**config.mk**
```make
export PLATFORM = sky130hd
export DESIGN_NAME = tsic_trigger_unit
export DESIGN_NICKNAME = d
export VERILOG_FILES = /design/src/inc/tsic_pkg.sv /design/src/hdl/tsic_trigger_unit.sv
export SDC_FILE = /design/constraint.sdc
export NUM_CORES = 1
export LEC_CHECK = 0
export ABC_AREA = 1
export BUFFER_PORTS_ARGS = -buffer_cell sky130_fd_sc_hd__buf_2
export CAP_MARGIN = 20
export CORE_ASPECT_RATIO = 1.25
export CORE_UTILIZATION = 60
export CTS_BUF_LIST = sky130_fd_sc_hd__clkbuf_8
export DETAILED_ROUTE_END_ITERATION = 7
export GPL_ROUTABILITY_DRIVEN = 0
export GPL_TIMING_DRIVEN = 0
export PLACE_DENSITY = 0.83
export SETUP_SLACK_MARGIN = 0.05
export SLEW_MARGIN = 20
export SYNTH_ARGS = -nofsm -noshare
export SYNTH_HDL_FRONTEND = slang
export SYNTH_SLANG_ARGS = --single-unit
```
**constraint.sdc**
```tcl
create_clock -name i_clock -period 9.4 [get_ports i_clock]
set_input_delay 2.35 -clock i_clock [delete_from_list [all_inputs] [get_ports i_clock]]
set_output_delay 2.35 -clock i_clock [all_outputs]
set_load 0.1 [all_outputs]
```
**src/inc/tsic_pkg.sv**
```systemverilog
// How it works
// - Every trigger source owns its own enable bit, settable alone or in groups.
// - One enable write changes all addressed bits in the same clock cycle.
// - Sources: four inputs, four references, gated reference, interval, pulse, timer; plus all-selector.
// - The pulse counter waits idle until its selected start pulse arms it.
// - Armed, each selected trigger pulse decrements the count and passes on as event.
// - At count zero every further trigger pulse is blocked.
// - Reconfiguring while the count is above zero reloads the initial value.
// - The pulse count start value is 20 bits, zero to all ones.
// - Start choices: inputs, references, software channels, gated reference, interval counter.
// - Trigger choices: inputs, references, gated reference, interval counter, timer; no software.
// - Interpolation factor is 1, 2, 4, 5, 10, 20, 25, 50 or 100.
// - Counting steps per period equal interpolation times edge evaluation of 1, 2, 4.
// - The step setting drives both the interval counter and the auxiliary axis count.
// - Interval counter modes are off, one shot at a position, and repeat.
// - One shot mode pulses once when the position equals the programmed position.
// - Repeat mode pulses at the start position, then every programmed interval of steps.
// - Start is either the programmed position or the position captured at configuration.
// - The enabled timer source pulses at the end of each period of timer ticks.
package tsic_pkg;
   localparam int NUM_CH = 4;
   localparam int NUM_SRC = 12;
   localparam int SRC_TRIG_IN0 = 0;
   localparam int SRC_REF0 = 4;
   localparam int SRC_GATED = 8;
   localparam int SRC_IC = 9;
   localparam int SRC_PC = 10;
   localparam int SRC_TIMER = 11;
   localparam logic [NUM_SRC-1:0] ENABLE_RST = 12'h000;
   localparam int PS_TRIG_IN0 = 0;
   localparam int PS_REF0 = 4;
   localparam int PS_SW0 = 8;
   localparam int PS_GATED = 12;
   localparam int PS_IC = 13;
   localparam int PS_NUM = 14;
   localparam int PT_TRIG_IN0 = 0;
   localparam int PT_REF0 = 4;
   localparam int PT_GATED = 8;
   localparam int PT_IC = 9;
   localparam int PT_TIMER = 10;
   localparam int PT_NUM = 11;
   localparam int PC_COUNT_W = 20;
   localparam logic [PC_COUNT_W-1:0] PC_COUNT_RST = 20'h00000;
   localparam int POS_W = 32;
   localparam int FINE_W = 9;
   localparam logic [FINE_W-1:0] FINE_PER_PERIOD = 9'h190;
   localparam int TMR_W = 32;
   typedef enum logic [1:0] {interval_mode_off, interval_mode_one_shot, interval_mode_repeat} tsic_ic_mode_t;
   typedef enum logic {start_at_programmed_position, start_at_present_position} tsic_ic_start_t;
   typedef enum logic [3:0] {interp_1x, interp_2x, interp_4x, interp_5x, interp_10x, interp_20x, interp_25x,
                             interp_50x, interp_100x} tsic_interp_t;
   typedef enum logic [1:0] {single_edge_evaluation, double_edge_evaluation,
                             quadruple_edge_evaluation} tsic_edge_t;
   typedef struct packed {
      logic enable;
      logic all_sources_selector;
      logic [NUM_SRC-1:0] mask;
   } tsic_src_wr_t;
   typedef struct packed {
      logic [3:0] start_sel;
      logic [3:0] trig_sel;
      logic [PC_COUNT_W-1:0] count;
   } tsic_pc_cfg_t;
   typedef struct packed {
      tsic_ic_mode_t mode;
      tsic_ic_start_t start_sel;
      logic [POS_W-1:0] start_pos;
      logic [POS_W-1:0] interval;
   } tsic_ic_cfg_t;
endpackage

```
**src/hdl/tsic_trigger_unit.sv**
```systemverilog
`timescale 1ns/1ps
`default_nettype none
module tsic_trigger_unit
(
   input wire logic i_clock,
   input wire logic i_rst_n,
   input wire logic [tsic_pkg::NUM_CH-1:0] i_trig_in,
   input wire logic [tsic_pkg::NUM_CH-1:0] i_ref_pulse,
   input wire logic i_track_a,
   input wire logic i_track_b,
   input wire logic [tsic_pkg::NUM_CH-1:0] i_sw_trigger,
   input wire logic i_timer_tick,
   input wire logic [tsic_pkg::TMR_W-1:0] i_timer_period,
   input wire logic i_fine_step,
   input wire logic i_fine_dir_down,
   input wire logic i_src_write,
   input wire tsic_pkg::tsic_src_wr_t i_src_cfg,
   input wire logic i_pc_write,
   input wire tsic_pkg::tsic_pc_cfg_t i_pc_cfg,
   input wire logic i_step_write,
   input wire tsic_pkg::tsic_interp_t i_interp,
   input wire tsic_pkg::tsic_edge_t i_edge,
   input wire logic i_ic_write,
   input wire tsic_pkg::tsic_ic_cfg_t i_ic_cfg,
   output logic [tsic_pkg::NUM_SRC-1:0] o_trig_events,
   output logic o_trig_any,
   output logic [tsic_pkg::NUM_SRC-1:0] o_src_enable,
   output logic [tsic_pkg::PC_COUNT_W-1:0] o_pc_value,
   output logic o_pc_armed,
   output logic o_pc_done,
   output logic [tsic_pkg::POS_W-1:0] o_aux_position,
   output tsic_pkg::tsic_ic_mode_t o_ic_mode
);
   typedef enum logic [1:0] {PC_IDLE, PC_ARMED, PC_DONE} tsic_pc_state_t;

   logic [9:0] sync1_r;
   logic [9:0] sync2_r;
   logic [9:0] last_r;
   logic [tsic_pkg::NUM_CH-1:0] trig_edge;
   logic [tsic_pkg::NUM_CH-1:0] ref_edge;
   logic gated_edge;
   logic [tsic_pkg::NUM_SRC-1:0] enable_r;
   logic [tsic_pkg::NUM_SRC-1:0] enable_nxt;
   logic [tsic_pkg::NUM_SRC-1:0] raw_events;
   logic [tsic_pkg::NUM_SRC-1:0] events_r;
   logic timer_fire_r;
   logic [tsic_pkg::TMR_W-1:0] timer_cnt_r;
   tsic_pkg::tsic_interp_t interp_r;
   tsic_pkg::tsic_edge_t edge_r;
   logic [tsic_pkg::FINE_W-1:0] divisor;
   logic [tsic_pkg::FINE_W-1:0] fine_cnt_r;
   logic step_up;
   logic step_down;
   logic [tsic_pkg::POS_W-1:0] aux_pos_r;
   tsic_pkg::tsic_ic_mode_t ic_mode_r;
   logic [tsic_pkg::POS_W-1:0] ic_target_r;
   logic [tsic_pkg::POS_W-1:0] ic_interval_r;
   logic ic_armed_r;
   logic ic_hit;
   logic ic_fire_r;
   tsic_pc_state_t pc_state_r;
   logic [tsic_pkg::PC_COUNT_W-1:0] pc_count_r;
   logic [tsic_pkg::PC_COUNT_W-1:0] pc_init_r;
   logic [3:0] pc_start_sel_r;
   logic [3:0] pc_trig_sel_r;
   logic [tsic_pkg::PS_NUM-1:0] pc_start_vec;
   logic [tsic_pkg::PT_NUM-1:0] pc_trig_vec;
   logic pc_start_hit;
   logic pc_trig_hit;
   logic pc_fire_r;

   // Counting step width in fine units: full resolution divided by interpolation times edge evaluation.
   function automatic logic [tsic_pkg::FINE_W-1:0] step_divisor(input tsic_pkg::tsic_interp_t f,
                                                                input tsic_pkg::tsic_edge_t e);
      logic [tsic_pkg::FINE_W-1:0] base;
      base = tsic_pkg::FINE_PER_PERIOD;
      case (f)
         tsic_pkg::interp_1x: base = tsic_pkg::FINE_PER_PERIOD;
         tsic_pkg::interp_2x: base = 9'h0c8;
         tsic_pkg::interp_4x: base = 9'h064;
         tsic_pkg::interp_5x: base = 9'h050;
         tsic_pkg::interp_10x: base = 9'h028;
         tsic_pkg::interp_20x: base = 9'h014;
         tsic_pkg::interp_25x: base = 9'h010;
         tsic_pkg::interp_50x: base = 9'h008;
         tsic_pkg::interp_100x: base = 9'h004;
         default: base = tsic_pkg::FINE_PER_PERIOD;
      endcase
      case (e)
         tsic_pkg::double_edge_evaluation: step_divisor = base >> 1;
         tsic_pkg::quadruple_edge_evaluation: step_divisor = base >> 2;
         default: step_divisor = base;
      endcase
   endfunction

   // Pins cross into the clock domain through two flops; edges are taken only from the second stage.
   always_ff @(posedge i_clock or negedge i_rst_n)
   begin
      if (!i_rst_n)
      begin
         sync1_r <= 10'h000;
         sync2_r <= 10'h000;
         last_r <= 10'h000;
      end
      else
      begin
         sync1_r <= {i_track_b, i_track_a, i_ref_pulse, i_trig_in};
         sync2_r <= sync1_r;
         last_r <= sync2_r;
      end
   end

   assign trig_edge = sync2_r[3:0] & ~last_r[3:0];
   assign ref_edge = sync2_r[7:4] & ~last_r[7:4];
   // A reference mark only counts on axis 0 while both incremental tracks are high.
   assign gated_edge = ref_edge[0] & sync2_r[8] & sync2_r[9];

   always_comb
   begin
      enable_nxt = enable_r;
      if (i_src_write)
      begin
         if (i_src_cfg.all_sources_selector)
         begin
            enable_nxt = i_src_cfg.enable ? {tsic_pkg::NUM_SRC{1'b1}} : tsic_pkg::ENABLE_RST;
         end
         else if (i_src_cfg.enable)
         begin
            enable_nxt = enable_r | i_src_cfg.mask;
         end
         else
         begin
            enable_nxt = enable_r & ~i_src_cfg.mask;
         end
      end
   end

   // The whole mask lands in one register update, so grouped sources start together.
   always_ff @(posedge i_clock or negedge i_rst_n)
   begin
      if (!i_rst_n)
      begin
         enable_r <= tsic_pkg::ENABLE_RST;
      end
      else
      begin
         enable_r <= enable_nxt;
      end
   end

   // The period input is expected stable before the timer source is enabled; zero acts as one.
   always_ff @(posedge i_clock or negedge i_rst_n)
   begin
      if (!i_rst_n)
      begin
         timer_cnt_r <= '0;
         timer_fire_r <= 1'b0;
      end
      else
      begin
         timer_fire_r <= 1'b0;
         if (!enable_r[tsic_pkg::SRC_TIMER])
         begin
            timer_cnt_r <= '0;
         end
         else if (i_timer_tick)
         begin
            if (timer_cnt_r + 32'h0000_0001 >= i_timer_period)
            begin
               timer_cnt_r <= '0;
               timer_fire_r <= 1'b1;
            end
            else
            begin
               timer_cnt_r <= timer_cnt_r + 32'h0000_0001;
            end
         end
      end
   end

   always_ff @(posedge i_clock or negedge i_rst_n)
   begin
      if (!i_rst_n)
      begin
         interp_r <= tsic_pkg::interp_1x;
         edge_r <= tsic_pkg::quadruple_edge_evaluation;
      end
      else if (i_step_write)
      begin
         interp_r <= i_interp;
         edge_r <= i_edge;
      end
   end

   assign divisor = step_divisor(interp_r, edge_r);
   // A stale prescaler above the new divisor wraps on the next upward fine step instead of running away.
   assign step_up = i_fine_step && !i_fine_dir_down && (fine_cnt_r + 9'h001 >= divisor);
   assign step_down = i_fine_step && i_fine_dir_down && (fine_cnt_r == 9'h000);

   // One counted position feeds both the auxiliary axis and the interval counter.
   always_ff @(posedge i_clock or negedge i_rst_n)
   begin
      if (!i_rst_n)
      begin
         fine_cnt_r <= '0;
         aux_pos_r <= '0;
      end
      else if (i_fine_step)
      begin
         if (step_up)
         begin
            fine_cnt_r <= '0;
            aux_pos_r <= aux_pos_r + 32'h0000_0001;
         end
         else if (step_down)
         begin
            fine_cnt_r <= divisor - 9'h001;
            aux_pos_r <= aux_pos_r - 32'h0000_0001;
         end
         else if (i_fine_dir_down)
         begin
            fine_cnt_r <= fine_cnt_r - 9'h001;
         end
         else
         begin
            fine_cnt_r <= fine_cnt_r + 9'h001;
         end
      end
   end

   assign ic_hit = ic_armed_r && (aux_pos_r == ic_target_r) && (ic_mode_r != tsic_pkg::interval_mode_off);

   // A write is assumed to follow a switch to off, so no pending target survives a reconfiguration.
   // Repeat targets only advance forward; travel in the negative direction gives no further pulses.
   always_ff @(posedge i_clock or negedge i_rst_n)
   begin
      if (!i_rst_n)
      begin
         ic_mode_r <= tsic_pkg::interval_mode_off;
         ic_target_r <= '0;
         ic_interval_r <= '0;
         ic_armed_r <= 1'b0;
         ic_fire_r <= 1'b0;
      end
      else if (i_ic_write)
      begin
         ic_mode_r <= i_ic_cfg.mode;
         ic_interval_r <= i_ic_cfg.interval;
         ic_armed_r <= (i_ic_cfg.mode != tsic_pkg::interval_mode_off);
         ic_fire_r <= 1'b0;
         if (i_ic_cfg.start_sel == tsic_pkg::start_at_present_position)
         begin
            ic_target_r <= aux_pos_r;
         end
         else
         begin
            ic_target_r <= i_ic_cfg.start_pos;
         end
      end
      else
      begin
         ic_fire_r <= ic_hit;
         if (ic_hit)
         begin
            if (ic_mode_r == tsic_pkg::interval_mode_repeat && ic_interval_r != '0)
            begin
               ic_target_r <= ic_target_r + ic_interval_r;
            end
            else
            begin
               ic_armed_r <= 1'b0;
            end
         end
      end
   end

   // Software channels may start the pulse counter but never feed it counted pulses.
   assign pc_start_vec = {ic_fire_r, gated_edge, i_sw_trigger, ref_edge, trig_edge};
   assign pc_trig_vec = {timer_fire_r, ic_fire_r, gated_edge, ref_edge, trig_edge};
   assign pc_start_hit = (pc_start_sel_r < 4'(tsic_pkg::PS_NUM)) && pc_start_vec[pc_start_sel_r];
   assign pc_trig_hit = (pc_trig_sel_r < 4'(tsic_pkg::PT_NUM)) && pc_trig_vec[pc_trig_sel_r];

   always_ff @(posedge i_clock or negedge i_rst_n)
   begin
      if (!i_rst_n)
      begin
         pc_state_r <= PC_IDLE;
         pc_count_r <= tsic_pkg::PC_COUNT_RST;
         pc_init_r <= tsic_pkg::PC_COUNT_RST;
         pc_start_sel_r <= 4'h0;
         pc_trig_sel_r <= 4'h0;
         pc_fire_r <= 1'b0;
      end
      else if (i_pc_write)
      begin
         pc_init_r <= i_pc_cfg.count;
         pc_count_r <= i_pc_cfg.count;
         pc_start_sel_r <= i_pc_cfg.start_sel;
         pc_trig_sel_r <= i_pc_cfg.trig_sel;
         pc_fire_r <= 1'b0;
         if (pc_state_r == PC_ARMED && pc_count_r != '0)
         begin
            pc_state_r <= PC_ARMED;
         end
         else
         begin
            pc_state_r <= PC_IDLE;
         end
      end
      else
      begin
         pc_fire_r <= 1'b0;
         case (pc_state_r)
            PC_IDLE:
            begin
               if (pc_start_hit)
               begin
                  pc_state_r <= PC_ARMED;
                  pc_count_r <= pc_init_r;
               end
            end
            PC_ARMED:
            begin
               if (pc_count_r == '0)
               begin
                  pc_state_r <= PC_DONE;
               end
               else if (pc_trig_hit)
               begin
                  pc_count_r <= pc_count_r - 20'h00001;
                  pc_fire_r <= 1'b1;
               end
            end
            PC_DONE:
            begin
               pc_state_r <= PC_DONE;
            end
            default:
            begin
               pc_state_r <= PC_IDLE;
            end
         endcase
      end
   end

   always_comb
   begin
      raw_events = '0;
      raw_events[tsic_pkg::SRC_TRIG_IN0 +: tsic_pkg::NUM_CH] = trig_edge;
      raw_events[tsic_pkg::SRC_REF0 +: tsic_pkg::NUM_CH] = ref_edge;
      raw_events[tsic_pkg::SRC_GATED] = gated_edge;
      raw_events[tsic_pkg::SRC_IC] = ic_fire_r;
      raw_events[tsic_pkg::SRC_PC] = pc_fire_r;
      raw_events[tsic_pkg::SRC_TIMER] = timer_fire_r;
   end

   // Every pin-derived source is a one-cycle pulse, so its gated copy is one cycle wide too.
   always_ff @(posedge i_clock or negedge i_rst_n)
   begin
      if (!i_rst_n)
      begin
         events_r <= '0;
      end
      else
      begin
         events_r <= raw_events & enable_r;
      end
   end

   assign o_trig_events = events_r;
   assign o_trig_any = |events_r;
   assign o_src_enable = enable_r;
   assign o_pc_value = pc_count_r;
   assign o_pc_armed = (pc_state_r == PC_ARMED);
   assign o_pc_done = (pc_state_r == PC_DONE);
   assign o_aux_position = aux_pos_r;
   assign o_ic_mode = ic_mode_r;
endmodule
`default_nettype wire

```
==> flow_summary.json, run 1 <==
{
  "synth_enable_flop_cells": 0,
  "die_y_um": 198,
  "synth-simple-area-share_pct": 31.1,
  "fmax_mhz": 186,
  "worst_ep_arrival_time_ps": 5860,
  "syn_area_um2": 18500,
  "clk_pin_slew_worst_paths_ps": 60,
  "rsz0062_at_grt": "no",
  "crit_path_max_fanout": 39,
  "grt_max_degree": 98,
  "drive_above_1_share_pct": 12.6,
  "start_util_pct": 61.2,
  "p_int_mw": 3.15,
  "ant_nets": 0,
  "ys_seq_area_share_pct": 34.0,
  "worst_r2r_endpoint": "o_aux_position[30]",
  "fp-row-count": 71,
  "instances_no_fill": 3466,
  "h-tree-depth": 2,
  "grt-ovfl-total": 0,
  "place_inst": 3384,
  "drt-total-wl_mm": 56.5,
  "skew_ps": 19.7,
  "yosysWarnings": 0,
  "post_synth_num_cell_types": 50,
  "synth_area_per_cell_um2": 6.76,
  "coreArea_um2": 30200,
  "tightest_slew_ps": 968,
  "avgViaCountPerCell": 5.69,
  "holdPathStages": 0,
  "switchingPower_mw": 3.74,
  "combPwrFrac_pct": 59.0,
  "fin_nets": 3316,
  "synthMuxAreaShare_pct": 0.122,
  "io_pins": 251,
  "crit_required_ps": 9880,
  "r2r-start": "edge_r[1]",
  "port_buffers": 249,
  "switching_share_pct": 54.3,
  "mostFrequentLayoutCells": "nand2_1, inv_1, buf_2, dfrtp_1, o21ai_0",
  "synthCells": 2732,
  "ctsResizeCount": 0,
  "grt_busiest_layer": "met2",
  "ff2ff_setup_slack_ps": 4010,
  "avgRoutedWirePerCell_um": 16.3,
  "synth_compound_area_share_pct": 13.2,
  "hold_class": "flip-flop to flip-flop",
  "timing.final.crit_share_pct": 57.3,
  "clk_latency_ps": 600,
  "dr_total_vias": 19700,
  "area.growth.synth_to_final_pct": 15.6,
  "min_to": "sync2_r[3]",
  "drt-initial-drc-count": 1797,
  "drt-pass1-iter-count": 6,
  "cts_max_path_buffers": 3,
  "fin_util_pct": 70.7,
  "antenna_found_initial": 3,
  "place_hpwl_mm": 44.0,
  "grt_pass1_wl_mm": 90.1,
  "drv_slew": 0,
  "post_cts_buffers": 0,
  "hold_viol": 0,
  "ir_drop_mv": 0.499,
  "met2_usage_pct": 60.2,
  "die_w_um": 159,
  "seq_power_share_pct": 23.2,
  "syn_nets": 3019,
  "ys.flop_type": "dfrtp_1",
  "slew_headroom_pct": 35.4,
  "cts_tree": "done",
  "cts-buffers-inserted": 44,
  "grtUsageMet1_pct": 43.0,
  "synth_fa_ha_area_share_pct": 8.01,
  "synth_top_family_by_area": "simple AND/OR/NAND/NOR gates",
  "use_met3_pct": 6.70,
  "cap_violations": 0,
  "fin_crit_ps": 5390,
  "yosys_register_bits": 251,
  "setup_violations": 0,
  "cts-hold-fix-buffers": 0,
  "holdWs_ps": 340,
  "grtUsageTotal_pct": 35.6,
  "start_kind": "flip-flop",
  "grt_pass1_vias": 18700,
  "fin_area_um2": 21400,
  "drc": 0,
  "hp-start": "sync1_r[3]",
  "synth_xor_area_share_pct": 3.98,
  "final_common_cell": "nand2_1",
  "p_per_area_nw_per_um2": 323,
  "endpoint_kind": "flip-flop",
  "dieArea_um2": 31500,
  "cts-root-buf": "clkbuf_8",
  "static-leakage-power_nw": 11.4,
  "synthArstFlopShare_pct": 100,
  "power_frac_clock_pct": 17.8,
  "outcome": "finished clean",
  "r2r_cells": 23,
  "fin_setup_tns_ps": 0,
  "fill_cells": 2589,
  "clock-sinks": 251,
  "post_dp_cell_area_um2": 20300,
  "critPathKind": "flip-flop to flip-flop"
}
[critical path: stages (launching register included)]
cell	delay [ps]
dfstp_2	530
ha_1	310
inv_2	130
nand2_1	70
inv_1	140
nand4_1	120
nand2_1	90
nor2_2	60
ha_1	320
nand2_1	70
o21ai_0	190
nand2_1	70
nand4_1	80
nand3_2	730
ha_1	700
nand2_1	120
o21ai_0	320
nor2_1	140
o21ai_0	560
nand3_1	180
nand2_1	100
nand2_1	50
nand3_1	60
o21ai_0	80
[cell usage after synthesis (2+ instances only)]
master | n | area share [%]
inv_1 | 380 | 7.7
o211a_1 | 3 | 0.16
nor2_2 | 2 | 0.068
buf_2 | 9 | 0.24
a31o_2 | 2 | 0.095
ha_1 | 115 | 7.8
xor2_1 | 56 | 2.7
o21bai_1 | 9 | 0.37
a21oi_1 | 136 | 3.7
o21a_1 | 9 | 0.37
nand4_1 | 52 | 1.8
nand3b_1 | 9 | 0.37
nand2_2 | 4 | 0.14
a31oi_1 | 3 | 0.10
buf_6 | 7 | 0.43
a21boi_0 | 3 | 0.12
fa_1 | 2 | 0.22
nor3_1 | 43 | 1.2
nand3_2 | 2 | 0.11
and2_1 | 3 | 0.10
buf_4 | 3 | 0.12
o21ai_0 | 240 | 6.5
or2_2 | 11 | 0.37
o221a_2 | 2 | 0.12
o21ai_2 | 2 | 0.095
a21o_1 | 3 | 0.12
mux2_2 | 2 | 0.12
nor3_2 | 2 | 0.11
o211ai_1 | 3 | 0.12
xnor2_1 | 26 | 1.2
nand2_1 | 850 | 17
inv_2 | 6 | 0.12
clkbuf_1 | 42 | 0.85
nor2_1 | 215 | 4.4
o221ai_1 | 2 | 0.095
o22ai_1 | 24 | 0.81
nor4_1 | 14 | 0.47
nor3_4 | 3 | 0.26
o21ai_1 | 16 | 0.43
nand3_1 | 158 | 4.3
dfrtp_1 | 250 | 34
[cells by family (layout without fill, tap and decap cells)]
logic type,Yosys count,in the layout
other,0,2
muxes,2,2
AOI/OAI and AO/OA,457,457
xor gates and xnor gates,83,83
DFF,251,251
buffers and inverters,449,780
and+or+nand+nor,1373,1373
adders and majority gates,117,117
[worst max path at each step]
stage	end	slack, ps	start	depth (start not counted)
2_1_floorplan	o_aux_position[30]	4640	i_fine_dir_down	12
3_3_place_gp	ic_interval_r[24]	1540	i_rst_n	1
3_5_place_dp	o_aux_position[30]	3680	i_fine_dir_down	13
4_1_cts	o_aux_position[30]	4140	edge_r[0]	24
5_1_grt	o_aux_position[22]	3480	edge_r[0]	24
6_report	o_aux_position[30]	4010	edge_r[1]	23
[power groups by stage]
stage / Combinational (mW) / Sequential, mW / Clock [mW]
after floorplan: 2.30 / 2.32 / 0
after global placement: 3.87 / 1.59 / 0
after detailed placement: 3.97 / 1.60 / 0
after CTS: 3.99 / 1.58 / 1.24
after global routing: 4.45 / 1.61 / 1.28
final: 4.07 / 1.60 / 1.23
[state kept, by name, summed over array words and instances (netlist names), named ones only]
signal          cells
pc_trig_sel_r       4
pc_init_r          20
o_aux_position     32
ic_target_r        32
o_pc_value         20
pc_start_sel_r      4
edge_r              2
fine_cnt_r          9
sync1_r            10
sync2_r            10
ic_armed_r          1
timer_fire_r        1
ic_fire_r           1
interp_r            4
ic_interval_r      32
last_r              8
timer_cnt_r        32
o_trig_events      12
o_ic_mode           2
pc_fire_r           1
pc_state_r          2
[layout make-up]
type / count / area [um^2] / area share, %
Clock buffer: 54 / 743 / 3.48
Antenna cell: 2 / 5.00 / 0.0234
Timing Repair Buffer: 251 / 1310 / 6.14
Multi-Input combinational cell: 2032 / 10400 / 48.8
Inverter: 387 / 1460 / 6.82
Buffer: 62 / 308 / 1.44
Tap cell: 401 / 502 / 2.35
Clock inverter: 26 / 318 / 1.49
Sequential cell: 251 / 6280 / 29.4
[layer usage]
layer,wire (um),share of wire [%],up-vias
met2,26100,46,1056
met1,22100,39,8978
met3,4910,8.7,244
met5,27,0.048,-
met4,3360,6.0,4
li1,-,-,9430
[metrics by stage]
step / worst slack (ps) / total power, mW
floorplan: 4640 / 4.63
global placement: 1540 / 5.47
detailed placement: 3680 / 5.57
CTS: 4140 / 6.81
global route: 3480 / 7.35
finish: 4010 / 6.89
Note: power is estimated with default switching activity, not from simulation.
==> inputs of run 2 (changes only) <==
==> constraint.sdc (replaced) <==
create_clock -name i_clock -period 5.56 [get_ports i_clock]
set_input_delay 1.39 -clock i_clock [delete_from_list [all_inputs] [get_ports i_clock]]
set_output_delay 1.39 -clock i_clock [all_outputs]
set_load 0.1 [all_outputs]
==> run 2 against run 1 <==
  * Flip-flop and latch count did not move
  * Critical path depth did not move
  * Global-route usage did not move
==> flow_summary.json, run 2 (synthesis gave the netlist of run 1 again) <==
{
  "post_cts_buffers": 0,
  "io_pins": 251,
  "cts_tree": "done",
  "clock-sinks": 251,
  "ctsResizeCount": 0,
  "wl_met1_mm": 22.0,
  "ir_drop_mv": 0.844,
  "wl_met2_mm": 26.2,
  "clk_latency_ps": 600,
  "crit_required_ps": 6030,
  "holdWs_ps": 341,
  "instances_no_fill": 3466,
  "fill_cells": 2584,
  "crit_path_max_fanout": 39,
  "cts-buffers-inserted": 44,
  "grt_pass1_vias": 18700,
  "fin_ws_ps": 596,
  "ant_nets": 0,
  "hold_viol": 0,
  "slew_headroom_pct": 56.2,
  "start_kind": "flip-flop",
  "grtUsageTotal_pct": 35.6,
  "setup_violations": 0,
  "cap_violations": 0,
  "critPathKind": "flip-flop to flip-flop",
  "die_w_um": 159,
  "drv_slew": 0,
  "start_util_pct": 61.2,
  "static-leakage-power_nw": 11.4,
  "cts-root-buf": "clkbuf_8",
  "multi_input_area_um2": 10400,
  "hold_class": "flip-flop to flip-flop",
  "avgRoutedWirePerCell_um": 16.3,
  "place_hpwl_mm": 44.0,
  "place_inst": 3384,
  "antenna_found_initial": 3,
  "endpoint_kind": "flip-flop",
  "dieArea_um2": 31500,
  "drt-total-wl_mm": 56.5,
  "worst_ep_arrival_time_ps": 5440,
  "port_buffers": 249,
  "p_total_mw": 11.7,
  "grt-ovfl-total": 0,
  "final_common_cell": "nand2_1",
  "grt_pass1_wl_mm": 90.1,
  "fin_util_pct": 70.7,
  "post-place-ws_ps": 336,
  "clk_pin_slew_worst_paths_ps": 60,
  "drt-pass1-iter-count": 7,
  "fin_nets": 3316,
  "avgViaCountPerCell": 5.69,
  "fmax_mhz": 201,
  "tightest_slew_ps": 651,
  "routed-wl-met3_mm": 5.00,
  "area.growth.synth_to_final_pct": 15.6,
  "coreArea_um2": 30200,
  "seqCellArea_um2": 6280,
  "fin_crit_ps": 4960,
  "outcome": "finished clean",
  "drt-initial-drc-count": 1759,
  "h-tree-depth": 2,
  "top_layer": "met5",
  "dr_total_vias": 19700,
  "die_y_um": 198,
  "cts-hold-fix-buffers": 0,
  "drc": 0,
  "rsz0062_at_grt": "no",
  "drive_above_1_share_pct": 12.6,
  "fp-row-count": 71,
  "cts_max_path_buffers": 3,
  "mostFrequentLayoutCells": "nand2_1, inv_1, buf_2, dfrtp_1, o21ai_0",
  "skew_ps": 15.7,
  "grt_max_degree": 98,
  "p_per_area_nw_per_um2": 546,
  "timing.final.crit_share_pct": 89.3
}
[run 2: final timing paths]
kind / slack (ps) / to / depth (start not counted) / from
max: 600 / o_aux_position[30] / 23 / edge_r[1]
min: 340 / sync2_r[3] / 0 / sync1_r[3]
max reg2reg: 600 / o_aux_position[30] / 23 / edge_r[1]
min reg2reg: 340 / sync2_r[3] / 0 / sync1_r[3]
max in group asynchronous: 3890 / o_aux_position[23] / 2 / i_rst_n
min in group asynchronous: 760 / timer_cnt_r[18] / 1 / i_rst_n
[run 2: final cells by class]
cell class / instances / area share [%]
multi-input combinational: 2032 / 48.9
sequential: 251 / 29.4
inverter: 387 / 6.81
timing repair buffer: 251 / 6.14
clock buffer: 54 / 3.48
tap: 401 / 2.35
clock inverter: 26 / 1.49
buffer: 62 / 1.44
antenna: 2 / 0.0234
[run 2: report_power, final]
part / internal (mW) / switching (mW) / total (mW)
registers: 2.19 / 0.512 / 2.70
logic: 1.92 / 4.97 / 6.90
clock network: 1.22 / 0.853 / 2.07
total: 5.33 / 6.34 / 11.7
[run 2: metrics by stage]
stage                     instance area (um^2)  TNS, ps
after floorplan                          18500        0
after global placement                   20200  -327890
after detailed placement                 20300        0
after CTS                                21300        0
after global routing                     21400        0
final                                    21400        0
[run 2: worst max-delay path, cell delays in order, from the launching register on]
cell	delay [ps]
dfstp_2	530
ha_1	310
inv_2	130
nand2_1	70
inv_1	140
nand4_1	120
nand2_1	90
nor2_2	60
ha_1	320
nand2_1	70
o21ai_0	190
nand2_1	70
nand4_1	120
nand3_4	440
ha_1	560
nand2_1	120
o21ai_0	320
nor2_1	140
o21ai_0	550
nand3_1	180
nand2_1	100
nand2_1	50
nand3_1	60
o21ai_0	80
[run 2: layer usage]
layer / global-route usage (%) / vias to the layer above
met2: 60.2 / 1058
met3: 6.70 / 238
met1: 43.0 / 8972
met5: 0 / -
met4: 19.6 / 4
li1: - / 9437
